### src/asm_pkg.sv
package asm_pkg;

  // I/O addresses of the extension registers
  localparam logic [7:0] ASM_ADDR_EXT_CTRL0 = 8'h12;
  localparam logic [7:0] ASM_ADDR_EXT_CTRL1 = 8'h13;
  localparam logic [7:0] ASM_ADDR_DIV0_LO   = 8'h1A;
  localparam logic [7:0] ASM_ADDR_DIV0_HI   = 8'h1B;
  localparam logic [7:0] ASM_ADDR_DIV1_LO   = 8'h1C;
  localparam logic [7:0] ASM_ADDR_DIV1_HI   = 8'h1D;

  // Extension control field positions
  localparam int ASM_BIT_RX_INT_EN   = 7;
  localparam int ASM_BIT_DCD_ADVISE  = 6;
  localparam int ASM_BIT_CTS_ADVISE  = 5;
  localparam int ASM_BIT_X1_CLOCK    = 4;
  localparam int ASM_BIT_BAUD_CNT16  = 3;
  localparam int ASM_BIT_BRK_ENABLE  = 2;
  localparam int ASM_BIT_BRK_DETECT  = 1;
  localparam int ASM_BIT_SEND_BREAK  = 0;

  // Values after reset
  localparam logic [7:0]  ASM_RST_EXT_CTRL = 8'h00;
  localparam logic [15:0] ASM_RST_DIVISOR  = 16'h0000;
  localparam logic [7:0]  ASM_RST_RDATA    = 8'h00;
  // Channel 1 reserved bits 6..5 read and store as zero
  localparam logic [7:0]  ASM_CTRL1_WMASK  = 8'h9D;
  localparam logic [7:0]  ASM_CTRL0_WMASK  = 8'hFD;

  // Sampling-rate dividers
  localparam int         ASM_SMP_W     = 6;
  localparam logic [5:0] ASM_SMP_LAST16 = 6'h0F;
  localparam logic [5:0] ASM_SMP_LAST64 = 6'h3F;
  localparam logic [5:0] ASM_SMP_ZERO   = 6'h00;

  typedef struct packed {
    logic [1:0][7:0]          ctrl;
    logic [1:0][15:0]         divisor;
    logic                     dcd_hold;
    logic [1:0]               brk;
    logic [1:0]               ext_q;
    logic [1:0][ASM_SMP_W-1:0] smp_cnt;
    logic [1:0]               tick;
    logic [1:0]               tx_low;
    logic                     rts;
    logic [7:0]               rdata;
  } asm_state_s;

endpackage

### src/asm_ext.sv
`timescale 1ns/1ps
// Function
// - Bit 7 zero inhibits receive interrupt
// - Channel 0 bit 6 makes carrier-detect advisory
// - Bit 4 direct bit clock; bit 3 16-bit counter
// - Bit 2 break enable, 1 detect, 0 sends
// - Two 8-bit divisor halves per channel, reset zero
// - Clear-to-send high forces transmit-empty flag low unless channel 0 bit 5 set
// - Clear-to-send never stops transmission in progress
// - Carrier-detect high forces receive-full flag low
// - Carrier-detect high also forces error flags low
// - Flags stay forced until status read after fall
// - First read after fall still shows carrier high
// - Request-to-send is plain output, no side effects
// - Channel 1 clear-to-send gates when selected
// - Registers take reset values during reset
// - Serial activity halts during reset
// - Reset leaves holding registers untouched
// - External clock feeds sampling divider directly
module asm_ext #(
  parameter int ADDR_W = 8
) (
  // Clock, reset, enable
  input  wire logic              clk,
  input  wire logic              rst_n,
  input  wire logic              ce,
  // I/O register port
  input  wire logic [ADDR_W-1:0] io_addr,
  input  wire logic              io_wr,
  input  wire logic              io_rd,
  input  wire logic [7:0]        io_wdata,
  output      logic [7:0]        io_rdata,
  // Base channel state and status-read strobe
  input  wire logic [1:0]        tx_empty_raw,
  input  wire logic [1:0]        rx_full_raw,
  input  wire logic              parity_error_raw0,
  input  wire logic              framing_error_raw0,
  input  wire logic              overrun_raw0,
  input  wire logic              status_reg0_rd,
  input  wire logic              chan1_cts_select,
  input  wire logic              request_to_send_ctrl,
  // Gated flags toward status registers and interrupt logic
  output      logic [1:0]        tx_empty_flag,
  output      logic [1:0]        rx_full_flag,
  output      logic              parity_error_flag0,
  output      logic              framing_error_flag0,
  output      logic              overrun_flag0,
  output      logic              status0_dcd_bit,
  output      logic [1:0]        rx_int_req,
  // Modem lines
  input  wire logic              clear_to_send_in0,
  input  wire logic              carrier_detect_in0,
  input  wire logic              clocked_serial_rx,
  output      logic              request_to_send_out0,
  // Clocking toward the baud stage
  input  wire logic              chan0_ext_clock_pin,
  input  wire logic              chan1_ext_clock_pin,
  input  wire logic [1:0]        ext_clock_sel,
  input  wire logic [1:0]        sample_div64,
  input  wire logic [1:0]        prescale_tick,
  output      logic [1:0]        bit_tick,
  output      logic [1:0]        baud_counter_mode,
  output      logic [15:0]       divisor0,
  output      logic [15:0]       divisor1,
  // Serial lines and break
  input  wire logic [1:0]        tx_serial_raw,
  input  wire logic [1:0]        rx_serial_in,
  input  wire logic [1:0]        rx_break_seen,
  output      logic [1:0]        tx_serial_out
);
  import asm_pkg::*;

  if (ADDR_W < 8) begin : g_addr_chk
    $error("ADDR_W must be at least 8");
  end

  asm_state_s st_r;
  asm_state_s st_nxt;

  ////////////////////////////////////////////////////////////////////////////
  // Modem gating

  logic       dcd_gate;
  logic       clear_to_send_in0_gate;
  logic       clear_to_send_in1_gate;
  logic [7:0] addr8;

  assign addr8 = io_addr[7:0];

  // Held until the status read after the carrier falls
  assign dcd_gate  = !st_r.ctrl[0][ASM_BIT_DCD_ADVISE]
                     && (carrier_detect_in0 || st_r.dcd_hold);
  assign clear_to_send_in0_gate = !st_r.ctrl[0][ASM_BIT_CTS_ADVISE] && clear_to_send_in0;
  // Shared pin only counts as clear-to-send when selected
  assign clear_to_send_in1_gate = chan1_cts_select && clocked_serial_rx;

  // Only the flag is masked; the transmitter keeps shifting
  assign tx_empty_flag[0] = tx_empty_raw[0] && !clear_to_send_in0_gate;
  assign tx_empty_flag[1] = tx_empty_raw[1] && !clear_to_send_in1_gate;
  assign rx_full_flag[0]  = rx_full_raw[0] && !dcd_gate;
  assign rx_full_flag[1]  = rx_full_raw[1];
  assign parity_error_flag0  = parity_error_raw0 && !dcd_gate;
  assign framing_error_flag0 = framing_error_raw0 && !dcd_gate;
  assign overrun_flag0       = overrun_raw0 && !dcd_gate;
  // Stays 1 on the first read after the fall
  assign status0_dcd_bit = carrier_detect_in0 || st_r.dcd_hold;

  assign request_to_send_out0 = st_r.rts;
  assign divisor0             = st_r.divisor[0];
  assign divisor1             = st_r.divisor[1];
  assign io_rdata             = st_r.rdata;
  assign bit_tick             = st_r.tick;

  ////////////////////////////////////////////////////////////////////////////
  // Per-channel clock path

  logic [1:0] ext_pin;
  logic [1:0] ext_edge;
  logic [1:0] src_tick;
  logic [1:0] direct_clk;
  logic [1:0] smp_wrap;

  assign ext_pin = {chan1_ext_clock_pin, chan0_ext_clock_pin};

  for (genvar i = 0; i < 2; i++) begin : g_chan
    assign ext_edge[i]   = ext_pin[i] && !st_r.ext_q[i];
    // External clock skips the prescaler entirely
    assign src_tick[i]   = ext_clock_sel[i] ? ext_edge[i] : prescale_tick[i];
    assign direct_clk[i] = st_r.ctrl[i][ASM_BIT_X1_CLOCK] && ext_clock_sel[i];
    assign smp_wrap[i]   = st_r.smp_cnt[i] == (sample_div64[i] ? ASM_SMP_LAST64
                                                               : ASM_SMP_LAST16);
    assign rx_int_req[i] = rx_full_flag[i] && st_r.ctrl[i][ASM_BIT_RX_INT_EN];
    assign baud_counter_mode[i] = st_r.ctrl[i][ASM_BIT_BAUD_CNT16];
    // Idle mark while reset holds the flop
    assign tx_serial_out[i] = !st_r.tx_low[i];
  end

  ////////////////////////////////////////////////////////////////////////////
  // Next state

  always_comb begin
    st_nxt = st_r;
    // Set wins over the clearing read
    if (carrier_detect_in0) begin
      st_nxt.dcd_hold = 1'b1;
    end else if (status_reg0_rd) begin
      st_nxt.dcd_hold = 1'b0;
    end
    // Software level only; touches nothing else
    st_nxt.rts = request_to_send_ctrl;
    for (int i = 0; i < 2; i++) begin
      st_nxt.ext_q[i] = ext_pin[i];
      st_nxt.tick[i]  = 1'b0;
      if (direct_clk[i]) begin
        st_nxt.tick[i]    = ext_edge[i];
        st_nxt.smp_cnt[i] = ASM_SMP_ZERO;
      end else if (src_tick[i]) begin
        st_nxt.tick[i]    = smp_wrap[i];
        st_nxt.smp_cnt[i] = smp_wrap[i] ? ASM_SMP_ZERO
                                        : st_r.smp_cnt[i] + 6'h01;
      end
      // Detect holds until the line returns to mark or break enable is cleared
      if (rx_break_seen[i] && st_r.ctrl[i][ASM_BIT_BRK_ENABLE]) begin
        st_nxt.brk[i] = 1'b1;
      end else if (rx_serial_in[i] || !st_r.ctrl[i][ASM_BIT_BRK_ENABLE]) begin
        st_nxt.brk[i] = 1'b0;
      end
      st_nxt.tx_low[i] = st_r.ctrl[i][ASM_BIT_SEND_BREAK] || !tx_serial_raw[i];
    end
    // Register writes; detect bit is read-only
    if (io_wr) begin
      case (addr8)
        ASM_ADDR_EXT_CTRL0: st_nxt.ctrl[0] = io_wdata & ASM_CTRL0_WMASK;
        ASM_ADDR_EXT_CTRL1: st_nxt.ctrl[1] = io_wdata & ASM_CTRL1_WMASK;
        ASM_ADDR_DIV0_LO:   st_nxt.divisor[0][7:0]  = io_wdata;
        ASM_ADDR_DIV0_HI:   st_nxt.divisor[0][15:8] = io_wdata;
        ASM_ADDR_DIV1_LO:   st_nxt.divisor[1][7:0]  = io_wdata;
        ASM_ADDR_DIV1_HI:   st_nxt.divisor[1][15:8] = io_wdata;
        default: ;
      endcase
    end
    if (io_rd) begin
      case (addr8)
        ASM_ADDR_EXT_CTRL0: st_nxt.rdata = st_r.ctrl[0] | {6'h00, st_r.brk[0], 1'b0};
        ASM_ADDR_EXT_CTRL1: st_nxt.rdata = st_r.ctrl[1] | {6'h00, st_r.brk[1], 1'b0};
        ASM_ADDR_DIV0_LO:   st_nxt.rdata = st_r.divisor[0][7:0];
        ASM_ADDR_DIV0_HI:   st_nxt.rdata = st_r.divisor[0][15:8];
        ASM_ADDR_DIV1_LO:   st_nxt.rdata = st_r.divisor[1][7:0];
        ASM_ADDR_DIV1_HI:   st_nxt.rdata = st_r.divisor[1][15:8];
        default:            st_nxt.rdata = ASM_RST_RDATA;
      endcase
    end
  end

  ////////////////////////////////////////////////////////////////////////////
  // State register
  // Holding registers live outside and see no reset here

  always_ff @(posedge clk or negedge rst_n) begin
    if (!rst_n) begin
      st_r         <= '0;
      st_r.ctrl    <= {ASM_RST_EXT_CTRL, ASM_RST_EXT_CTRL};
      st_r.divisor <= {ASM_RST_DIVISOR, ASM_RST_DIVISOR};
    end else if (ce) begin
      st_r <= st_nxt;
    end
  end
endmodule

### config.mk
export PLATFORM = sky130hd
export DESIGN_NAME = asm_ext
export DESIGN_NICKNAME = d
export VERILOG_FILES = /design/src/asm_pkg.sv /design/src/asm_ext.sv
export SDC_FILE = /design/constraint.sdc
export NUM_CORES = 1
export LEC_CHECK = 0
export ABC_AREA = 0
export ABC_CLOCK_PERIOD_IN_PS = 1700
export BUFFER_PORTS_ARGS = -buffer_cell sky130_fd_sc_hd__buf_2
export CAP_MARGIN = 5
export CORE_MARGIN = 10
export CORE_UTILIZATION = 48
export CTS_BUF_LIST = sky130_fd_sc_hd__clkbuf_16
export CTS_CLUSTER_SIZE = 28
export DETAILED_ROUTE_END_ITERATION = 8
export PLACE_DENSITY = 0.75
export SYNTH_ARGS = -nofsm -noshare
export SYNTH_HDL_FRONTEND = slang
export SYNTH_SLANG_ARGS = --single-unit
### constraint.sdc
create_clock -name clk -period 1.7 [get_ports clk]
set_clock_uncertainty 0.2 [all_clocks]
set_input_delay 0.425 -clock clk [delete_from_list [all_inputs] [get_ports clk]]
set_output_delay 0.425 -clock clk [all_outputs]
set_load 0.01 [all_outputs]
# Yosys cells after proc, flatten, opt, wreduce, memory -nomap -nowiden
# Cells that the tools add are included.
# word_totals
in_bits	48
ff_bits	74
word_cells	101
# classes
n_eq_ne	8
muxes	21
add_sub_neg	2
bitwise	2
n_reduce_logical	52
# op_table
op	count
8-bit by 5-bit == test with 1-bit output, second input constant	6
6-bit 2-to-1 mux	8
8-bit case mux with 6 select lines	1
3-bit AND reduction	6
1-bit logical AND	17
8-bit by 2-bit bitwise OR with 8-bit output	2
1-bit zero test	13
6-bit by 1-bit adder with 6-bit output, second input constant	2
6-bit == test	2
1-bit 2-to-1 mux	12
2-bit AND reduction	6
2-bit nonzero test	5
1-bit logical OR	5

# Longest topological paths before layout
# Gate-level depths: netlist (run 1).
# depth
word_depth	5
depth_mapped	6
depth_no_buf	5

# Least setup slack after synthesis (run 1)
# OpenSTA, ideal clock, no wires.
# synth_path
path_kind	input-to-reg
start	in io_addr[5]
end	reg st_r, in the netlist baud_counter_mode[0]
required_ps	1375
path_slack_ps	-615
t_arrival_ps	1990
cell_stages	4
setup_time_ps	125
cell_sequence	or4b_4 > or2_4 > nor4_4 > mux2_2
# synth_via
elab_chain_len	2
# synth_lines
item	line_no	rtl
from (decl)	asm_ext.sv:28	input wire logic [ADDR_W-1:0] io_addr,
8-bit by 5-bit == test with 1-bit output	asm_ext.sv:172	case (addr8)
3-bit AND reduction (no line)	-	
to (signal assigned)	asm_ext.sv:205	st_r <= st_nxt;
to (decl)	asm_ext.sv:77	asm_state_s st_r;
# Every way passes these cells.
# A chain may end at the register's enable or synchronous reset.

# Worst setup path in the final report (run 1)
# layout_path
start	in io_addr[5]
end	reg st_r[66] in the netlist's numbering
# Same word-level chain as after synthesis.

==> results.txt, run 1 <==
- Combined area of the multi-input logic cells: about 0.0019 mm^2
- The library cell used most frequently in the layout, excluding fill and tap cells, is sky130_fd_sc_hd__buf_2.
- Summed over all instances, the cell type with the most area after synthesis is sky130_fd_sc_hd__dfrtp_1.
* Cell at the root of the clock tree: sky130_fd_sc_hd__clkbuf_16
- Based on the critical path, the design can be clocked at up to slightly above 500 MHz.
- Worst-case register-to-register setup slack: 60 ps
- Counting flops with a built-in enable in the synthesized netlist gives 0.
* Total half-perimeter wirelength after legalization and detailed placement: about 8.4 mm
- Vertical extent of the die: 111 um
- The netlist uses between 40 and 50 different library cells.
* Synthesis Warnings: 0
- Data arrives at the worst endpoint at 1990 ps.
- Count of boundary I/O pins: 105
- Counting both buffers and inverters, the worst setup path holds a total of 2.
- For this run, the slowest stage of the critical path takes 540 ps.
* Commonest non-fill, non-tap cells in the layout: sky130_fd_sc_hd__buf_2, sky130_fd_sc_hd__dfrtp_1, sky130_fd_sc_hd__buf_4
* Sequential element share of the synthesized area: 0.469
- Class of the tightest hold or removal check: in -> reg
* Worst Setup Slack post-DPL: -657 ps
* Wire length of the first global-routing pass: 18.1 mm
- STA classifies the critical path endpoint as a flop.
- The initial utilization of the core area, before any placement, comes to 0.488.
- After the first detailed-routing iteration, the DRC count stood at about 200.
- The worst setup path is launched from an input pin.
- Along the worst path, the maximum fanout reaches 4.
- TritonCTS built the clock tree.
- Number of clock buffers inserted by TritonCTS: 9
* WL per Instance: 19.1 um
* Post-route DRC: 0
* Horizontal die dimension: 111 um
- Final WL: 11.4 mm
* Remaining number of nets flagged by the antenna check after routing: 0
- In this run the static leakage power is roughly 2.7 nW.
- After floorplanning, the core was divided into 33 placement rows.
* Fraction of layout cells with a size suffix above 1: 0.536
- Crit Reg-Reg Startpoint: st_r[13]
- At the later pin of the worst-skew pair, clock insertion delay measures between 300 and 400 ps.
- From synthesis to final layout, the design area changed by 35.2%.
- Data on the critical path is required at its endpoint by around 1700 ps.
- The filler cells instantiated in the layout total 619.
- Minimum period implied by the final worst setup slack: 1980 ps
- In this run the worst setup path terminates at st_r[66].
* Depth of the most critical reg-to-reg path: 4
- In the synthesized netlist, the number of instances is 361.
- Setup violations remaining at the end of the flow were counted as 53.
* CTS clk-pin slew, worst paths: about 60 ps
- In the final layout, flip-flops and latches occupy approximately 0.0019 mm^2.
- Final Cycle Share: 1.16
- The run finished, with violations left.
* Total number of clock tree sinks: 74
- Number of placed instances, taps included: between 500 and 600
- The detailed router placed 3251 vias in this run.
* Mapped Nets: 411
* Leading register cell type out of synthesis: sky130_fd_sc_hd__dfrtp_1
* Core area: 0.00809 mm^2
* Start-to-end type of the worst setup path: in -> reg
- Final WS setup: -275 ps
- Slew Limit Fails: 0
- By area the synthesized netlist is led by sky130_fd_sc_hd__dfrtp_1, sky130_fd_sc_hd__mux2_2, sky130_fd_sc_hd__buf_4.
* Initial antenna violation count: 0
- Endpoint of the worst-slack reg-to-reg timing path: st_r[17]
* Global-route congestion overflow total: 0
- Ant. Diodes: 0
- Final RePlAce weighted congestion: 0.828
* Portion of synthesized cell area occupied by the leading cell type: 0.469
- Via count of the first global-routing pass: 3441
* RSZ-0062 raised after global routing: yes
- In the synthesized netlist the async set-or-reset flop fraction comes to 1.00.
- The finished layout holds just under 600 standard cells, fillers aside.
- Worst-case clock buffer depth: 2
- A synthesized cell averages 10.9 um^2.
- The critical path goes through buf_8 -> or4b_4 -> or2_4 -> nor4_4 -> buf_4 -> mux2_2.
* Max cap viols: 0
* Total count of hold-check failures in the final report: 0
- The critical path runs through a total of 6 cells.
- Via density per instance: 5.45
- Entering global routing, the biggest net connects 31 pins.
- Summed negative setup slack over all endpoints: -7110 ps
- Total track usage: 0.179
* Final std cell area, no fill: around 0.0053 mm^2
- The worst-case IR drop observed on VDD is 0.494 mV.
* Area of the die: 0.0122 mm^2
* Timing startpoint of the critical path: io_addr[5]
- Post-synth design cell area: 0.00395 mm^2
- Number of levels the H-tree was split into: 3
- The final reports fail on negative setup slack.
- Length of the first detailed-routing pass in iterations: 4
- Measured against its own limit, the worst slew margin works out to 0.705.
* Placed Instance Area: approximately 0.0047 mm^2
* Synthesis-stage register bit count: 74
- The slowest stage of the critical path is the sky130_fd_sc_hd__or4b_4 cell.
- Cell family contributing the most delay on the critical path: simple AND/OR/NAND/NOR gates
* Fin nets: 537
- Pin slew with the least headroom to its limit: 443 ps
- Power density cells: ~870 mW/mm^2
- Port Buf Inserts: 104
[per-layer routing]
layer / part of all wire / GRT usage / vias to the layer above
met5: 0 / 0 / -
met2: 0.52 / 0.308 / 109
met1: 0.42 / 0.215 / 1619
met4: 0.014 / 0.0642 / 0
met3: 0.050 / 0.0384 / 13
li1: - / - / 1510
[synth_stat cells (all sizes together) (3+ instances only)]
library cell / count
a31oi: 4
or4: 5
and2: 8
or3: 3
nor2: 10
inv: 10
a21oi: 4
mux4: 3
nand4: 5
nand3b: 3
nand2: 26
buf: 47
nor3: 4
clkbuf: 10
dfrtp: 74
mux2: 46
nand3: 9
o2bb2ai: 4
nand2b: 5
o21ai: 26
or2: 4
o22ai: 3
a22oi: 5
nor2b: 3
o211ai: 5
mux2i: 13
[timing repair]
item,CTS,global route
resized for setup,41,25
endpoints found under the hold margin,27,0
pin swaps,13,10
setup endpoints to repair,58,70
hold buffers,1,0
buffers inserted,3,4
gates cloned,0,1
[power by group]
group / internal (mW) / switching, mW
clock network: 1.12 / 0.718
registers: 1.89 / 0.108
logic: 0.397 / 0.397
[area by class of cell]
cell class                      instances  share of cell area
Multi-Input combinational cell        221               0.352
Tap cell                              105              0.0246
Inverter                               10             0.00703
Clock inverter                          6              0.0110
Timing Repair Buffer                  171               0.216
Sequential cell                        74               0.347
Clock buffer                            9              0.0422
[worst reg2reg max path, cell delays in order (launching register included)]
cell	delay [ps]
sky130_fd_sc_hd__dfrtp_1	380
sky130_fd_sc_hd__ha_2	230
sky130_fd_sc_hd__nand3_2	100
sky130_fd_sc_hd__or4_1	520
sky130_fd_sc_hd__o21ai_1	140
[state kept, by name, summed over array words and instances (netlist names)]
| signal | count |
|---|---|
| divisor1 | 16 |
| divisor0 | 16 |
| bit_tick | 2 |
| baud_counter_mode | 2 |
| st_r | 29 |
| io_rdata | 8 |
| request_to_send_out0 | 1 |
[logic make-up after synthesis]
| logic type | share of synthesized area |
|---|---|
| AO/OA/AOI/OAI | 0.105 |
| adder cells (fa/ha/maj) | 0.00634 |
| buffers and inverters | 0.107 |
| flip-flops | 0.469 |
| multiplexers | 0.181 |
| AND/OR/NAND/NOR | 0.131 |
[per-stage QoR]
stage | total power [mW] | hold slack, ps | utilization
2_1_floorplan | 2.40 | -70.6 | -
3_3_place_gp | 2.69 | 203 | 0.586
3_5_place_dp | 2.73 | 202 | 0.586
4_1_cts | 4.60 | 116 | 0.644
5_1_grt | 4.84 | 134 | 0.659
6_report | 4.63 | 125 | 0.659
[how the worst min path moves through the flow]
stage               slack (ps)            startpoint                    to  cells after the start
floorplan                  -70                 rst_n  baud_counter_mode[0]                      0
global placement           200                 rst_n              st_r[26]                      1
detailed placement         200                 rst_n              st_r[26]                      1
CTS                        120  request_to_send_ctrl  request_to_send_out0                      2
global route               130  request_to_send_ctrl  request_to_send_out0                      2
finish                     130  request_to_send_ctrl  request_to_send_out0                      2
Note: power is estimated with default switching activity, not from simulation.
==> inputs of run 2 (changes only) <==
Settings changed: PLACE_DENSITY 0.75 to 0.77.
==> results.txt, run 2 (same netlist as run 1, synthesis figures left out) <==
* Number of rows in the core area: 33 (unchanged)
- The initial DRC count is 145 (was 202).
- Final WL: 11.2 mm (was 11.4 mm)
- The met1 track demand over resource in global routing is 0.205 (was 0.215).
* Net switching share of the total power: 0.261 (was 0.264)
* Net Switching: 1.25 mW (was 1.22 mW)
- Combinational Power Share: 0.158 (was 0.171)
- The number of flip-flops under the largest register name was 29 (unchanged).
- The post-synthesis to final-layout area growth was 34.1% (was 35.2%).
- Combined area of the multi-input logic cells: 0.00188 mm^2 (about the same)
- Number of levels the H-tree was split into: 3 (unchanged)
* Via count of the first global-routing pass: 3432 (was 3441)
* Cell-internal power: 3.56 mW (was 3.41 mW)
* Leakage power of the design: 2.66 nW (was 2.69 nW)
* Vias: 3221 (was 3251)
- CP arrival: 1970 ps (was 1990 ps)
- RSZ-0062 raised after global routing: yes (unchanged).
- Fraction of layout cells with a size suffix above 1: 0.517 (was 0.536)
- The clock tree root buffer cell is sky130_fd_sc_hd__clkbuf_16 (unchanged).
- Pin slew with the least headroom to its limit: 329 ps (was 443 ps)
- Final RePlAce weighted congestion: 0.839 (was 0.828)
- Clk Latency, worst-skew pair: 330 ps (about the same)
- The die span in y was 111 um (unchanged).
- The clock transition at the registers of the reported paths was 60 ps (about the same).
- The busiest metal layer after global routing is met2 (unchanged).
* Register share of total power: 0.420 (was 0.432)
- The worst-case setup margin in the final layout is -254 ps (was -275 ps).
- Register containing the most flip-flops in the final layout: st_r (unchanged)
* Slew Limit Fails: 0 (unchanged)
- Area of the die: 0.0122 mm^2 (unchanged)
- Core area: 0.00809 mm^2 (unchanged)
* Worst setup EP type: flop (unchanged)
- Number of clock buffers inserted by TritonCTS: 9 (unchanged)
* Final Hold Slack: 142 ps (was 125 ps)
- Start-to-end type of the worst setup path: in -> reg (unchanged)
- Register area: 0.00185 mm^2 (unchanged)
- Grt met2 use: 0.298 (was 0.308)
- The initial core utilization was 0.488 (unchanged).
* Status: finished with violations (unchanged)
* Worst-case clock buffer depth: 2 (unchanged)
- Number of setup violations in the final report: 53 (unchanged)
- The largest fanout of any net on the critical path came to 7 (was 4).
* Total count of hold-check failures in the final report: 0 (unchanged)
* Final std cell area, no fill: 0.00529 mm^2 (was 0.00534 mm^2)
- The global-route track usage on met3 was 0.0530 (was 0.0384).
- Data required time of the critical path: 1710 ps (was 1720 ps)
- The number of DRC violations after detailed routing was 0 (unchanged).
- The number of maximum-capacitance violations is 0 (unchanged).
- TritonCTS clock tree: yes (unchanged)
- The via density per instance was 5.47 (was 5.45).
- The launch instance of the worst register-to-register path is st_r[66] (was st_r[13]).
* Total track usage: 0.176 (was 0.179)
* Placed Instance Area: 0.00470 mm^2 (was 0.00474 mm^2)
- The endpoint of the lowest-slack register-to-register path is st_r[13] (was st_r[17]).
- Termination of the worst setup path: st_r[66] (unchanged)
- Worst-case register-to-register setup slack: 50 ps (was 60 ps)
- Global-route congestion overflow total: 0 (unchanged)
- The initial antenna violation count was 0 (unchanged).
- The part of the cycle the worst path needs is 1.15 (was 1.16).
* Most common cell after layout, fill and taps aside: sky130_fd_sc_hd__buf_2 (unchanged)
- Violations in the final reports: negative setup slack (unchanged).
- Clk network pwr share: 0.422 (was 0.396)
- WL per Instance: 19.0 um (was 19.1 um)
- The number of fill cells in the layout was 627 (was 619).
- The number of detailed-routing iterations run before antenna repair is 4 (unchanged).
- The clock period minus worst slack was 1950 ps (was 1980 ps).
- The overall power after layout came to 4.81 mW (was 4.63 mW).
* Horizontal die dimension: 111 um (unchanged)
- The number of inserted diodes was 0 (unchanged).
* Power density cells: 909 mW/mm^2 (was 867 mW/mm^2)
- Remaining number of nets flagged by the antenna check after routing: 0 (unchanged)
- Total number of clock tree sinks: 74 (unchanged)
* Maximum achievable frequency: 512 MHz (was 506 MHz)
- Pin count of the biggest net entering global routing: 49 (was 31)
* Total half-perimeter wirelength after legalization and detailed placement: 8.34 mm (was 8.39 mm)
* Class of the tightest hold or removal check: in -> reg (unchanged)
* Count of boundary I/O pins: 105 (unchanged)
- Critical path launch point type: input pin (unchanged)
- Port Buf Inserts: 104 (unchanged)
* Commonest non-fill, non-tap cells in the layout: sky130_fd_sc_hd__buf_2, sky130_fd_sc_hd__dfrtp_1, sky130_fd_sc_hd__buf_4 (unchanged)
- The relative slew slack is 0.781 (was 0.705).
- Wire length of the first global-routing pass: 17.9 mm (was 18.1 mm)
- The launch point of the critical path is io_addr[5] (unchanged).
* Worst Setup Slack post-DPL: -659 ps (was -657 ps)
- The peak supply drop is 0.498 mV (was 0.494 mV).
* Depth of the most critical reg-to-reg path: 4 (unchanged)
- The net total in the final layout is 529 (was 537).
## run 2: cell types whose count changed in the layout (fill, tap and decap cells not counted), sizes merged
cell      delta
o221ai       -1
clkinvlp     -2
bufinv       +1
inv          +1
clkinv       +1
buf          -7
## run 2: repair_timing
action                                  CTS  global route
endpoints found under the setup margin   57            70
hold endpoints to repair                 74             0
hold buffers                              1             0
buffers inserted                          4             3
gates cloned                              0             0
resized for setup                        42            20
pin swaps                                 9            12
## run 2: worst max-delay path, cell delays in order
cell and delay [ps]:
sky130_fd_sc_hd__buf_8 100, sky130_fd_sc_hd__or4b_4 530, sky130_fd_sc_hd__or2_4 260, sky130_fd_sc_hd__nor4_4 140, sky130_fd_sc_hd__buf_6 190, sky130_fd_sc_hd__mux2_4 310
## run 2: layout make-up
class | instances | share of cell area
sequential | 74 | 0.350
clock buffer | 9 | 0.0426
multi-input combinational | 220 | 0.355
tap | 105 | 0.0248
clock inverter | 7 | 0.0173
inverter | 10 | 0.00709
timing repair buffer | 164 | 0.204
## run 2: how the worst min path moves through the flow
stage	start	end	slack [ps]	depth (start not counted)
CTS	carrier_detect_in0	st_r[29]	130	2
finish	carrier_detect_in0	st_r[29]	140	2
floorplan	rst_n	baud_counter_mode[0]	-70	0
global route	chan1_ext_clock_pin	st_r[26]	140	2
detailed placement	rst_n	st_r[24]	190	2
global placement	rst_n	st_r[24]	190	2
## run 2: power groups by stage
stage | registers (mW) | clock network (mW) | logic (mW)
final | 2.02 | 2.03 | 0.761
after CTS | 2.00 | 2.05 | 0.720
after global routing | 2.04 | 2.13 | 0.859
after global placement | 2.02 | 0 | 0.658
after detailed placement | 2.03 | 0 | 0.684
after floorplan | 2.01 | 0 | 0.383
## run 2: per-layer routing
| layer | wire length (um) | part of all wire |
|---|---|---|
| met5 | 0 | 0 |
| met4 | 310 | 0.028 |
| met3 | 613 | 0.055 |
| met2 | 5630 | 0.50 |
| met1 | 4610 | 0.41 |
## run 2: through the flow
| step | TNS (ps) | std cells | utilization |
|---|---|---|---|
| finish | -7930 | 589 | 0.654 |
| global route | -10530 | 589 | 0.654 |
| CTS | -6640 | 587 | 0.644 |
| detailed placement | -26680 | 567 | 0.581 |
| global placement | -24590 | 567 | 0.581 |
| floorplan | -11780 | 361 | - |
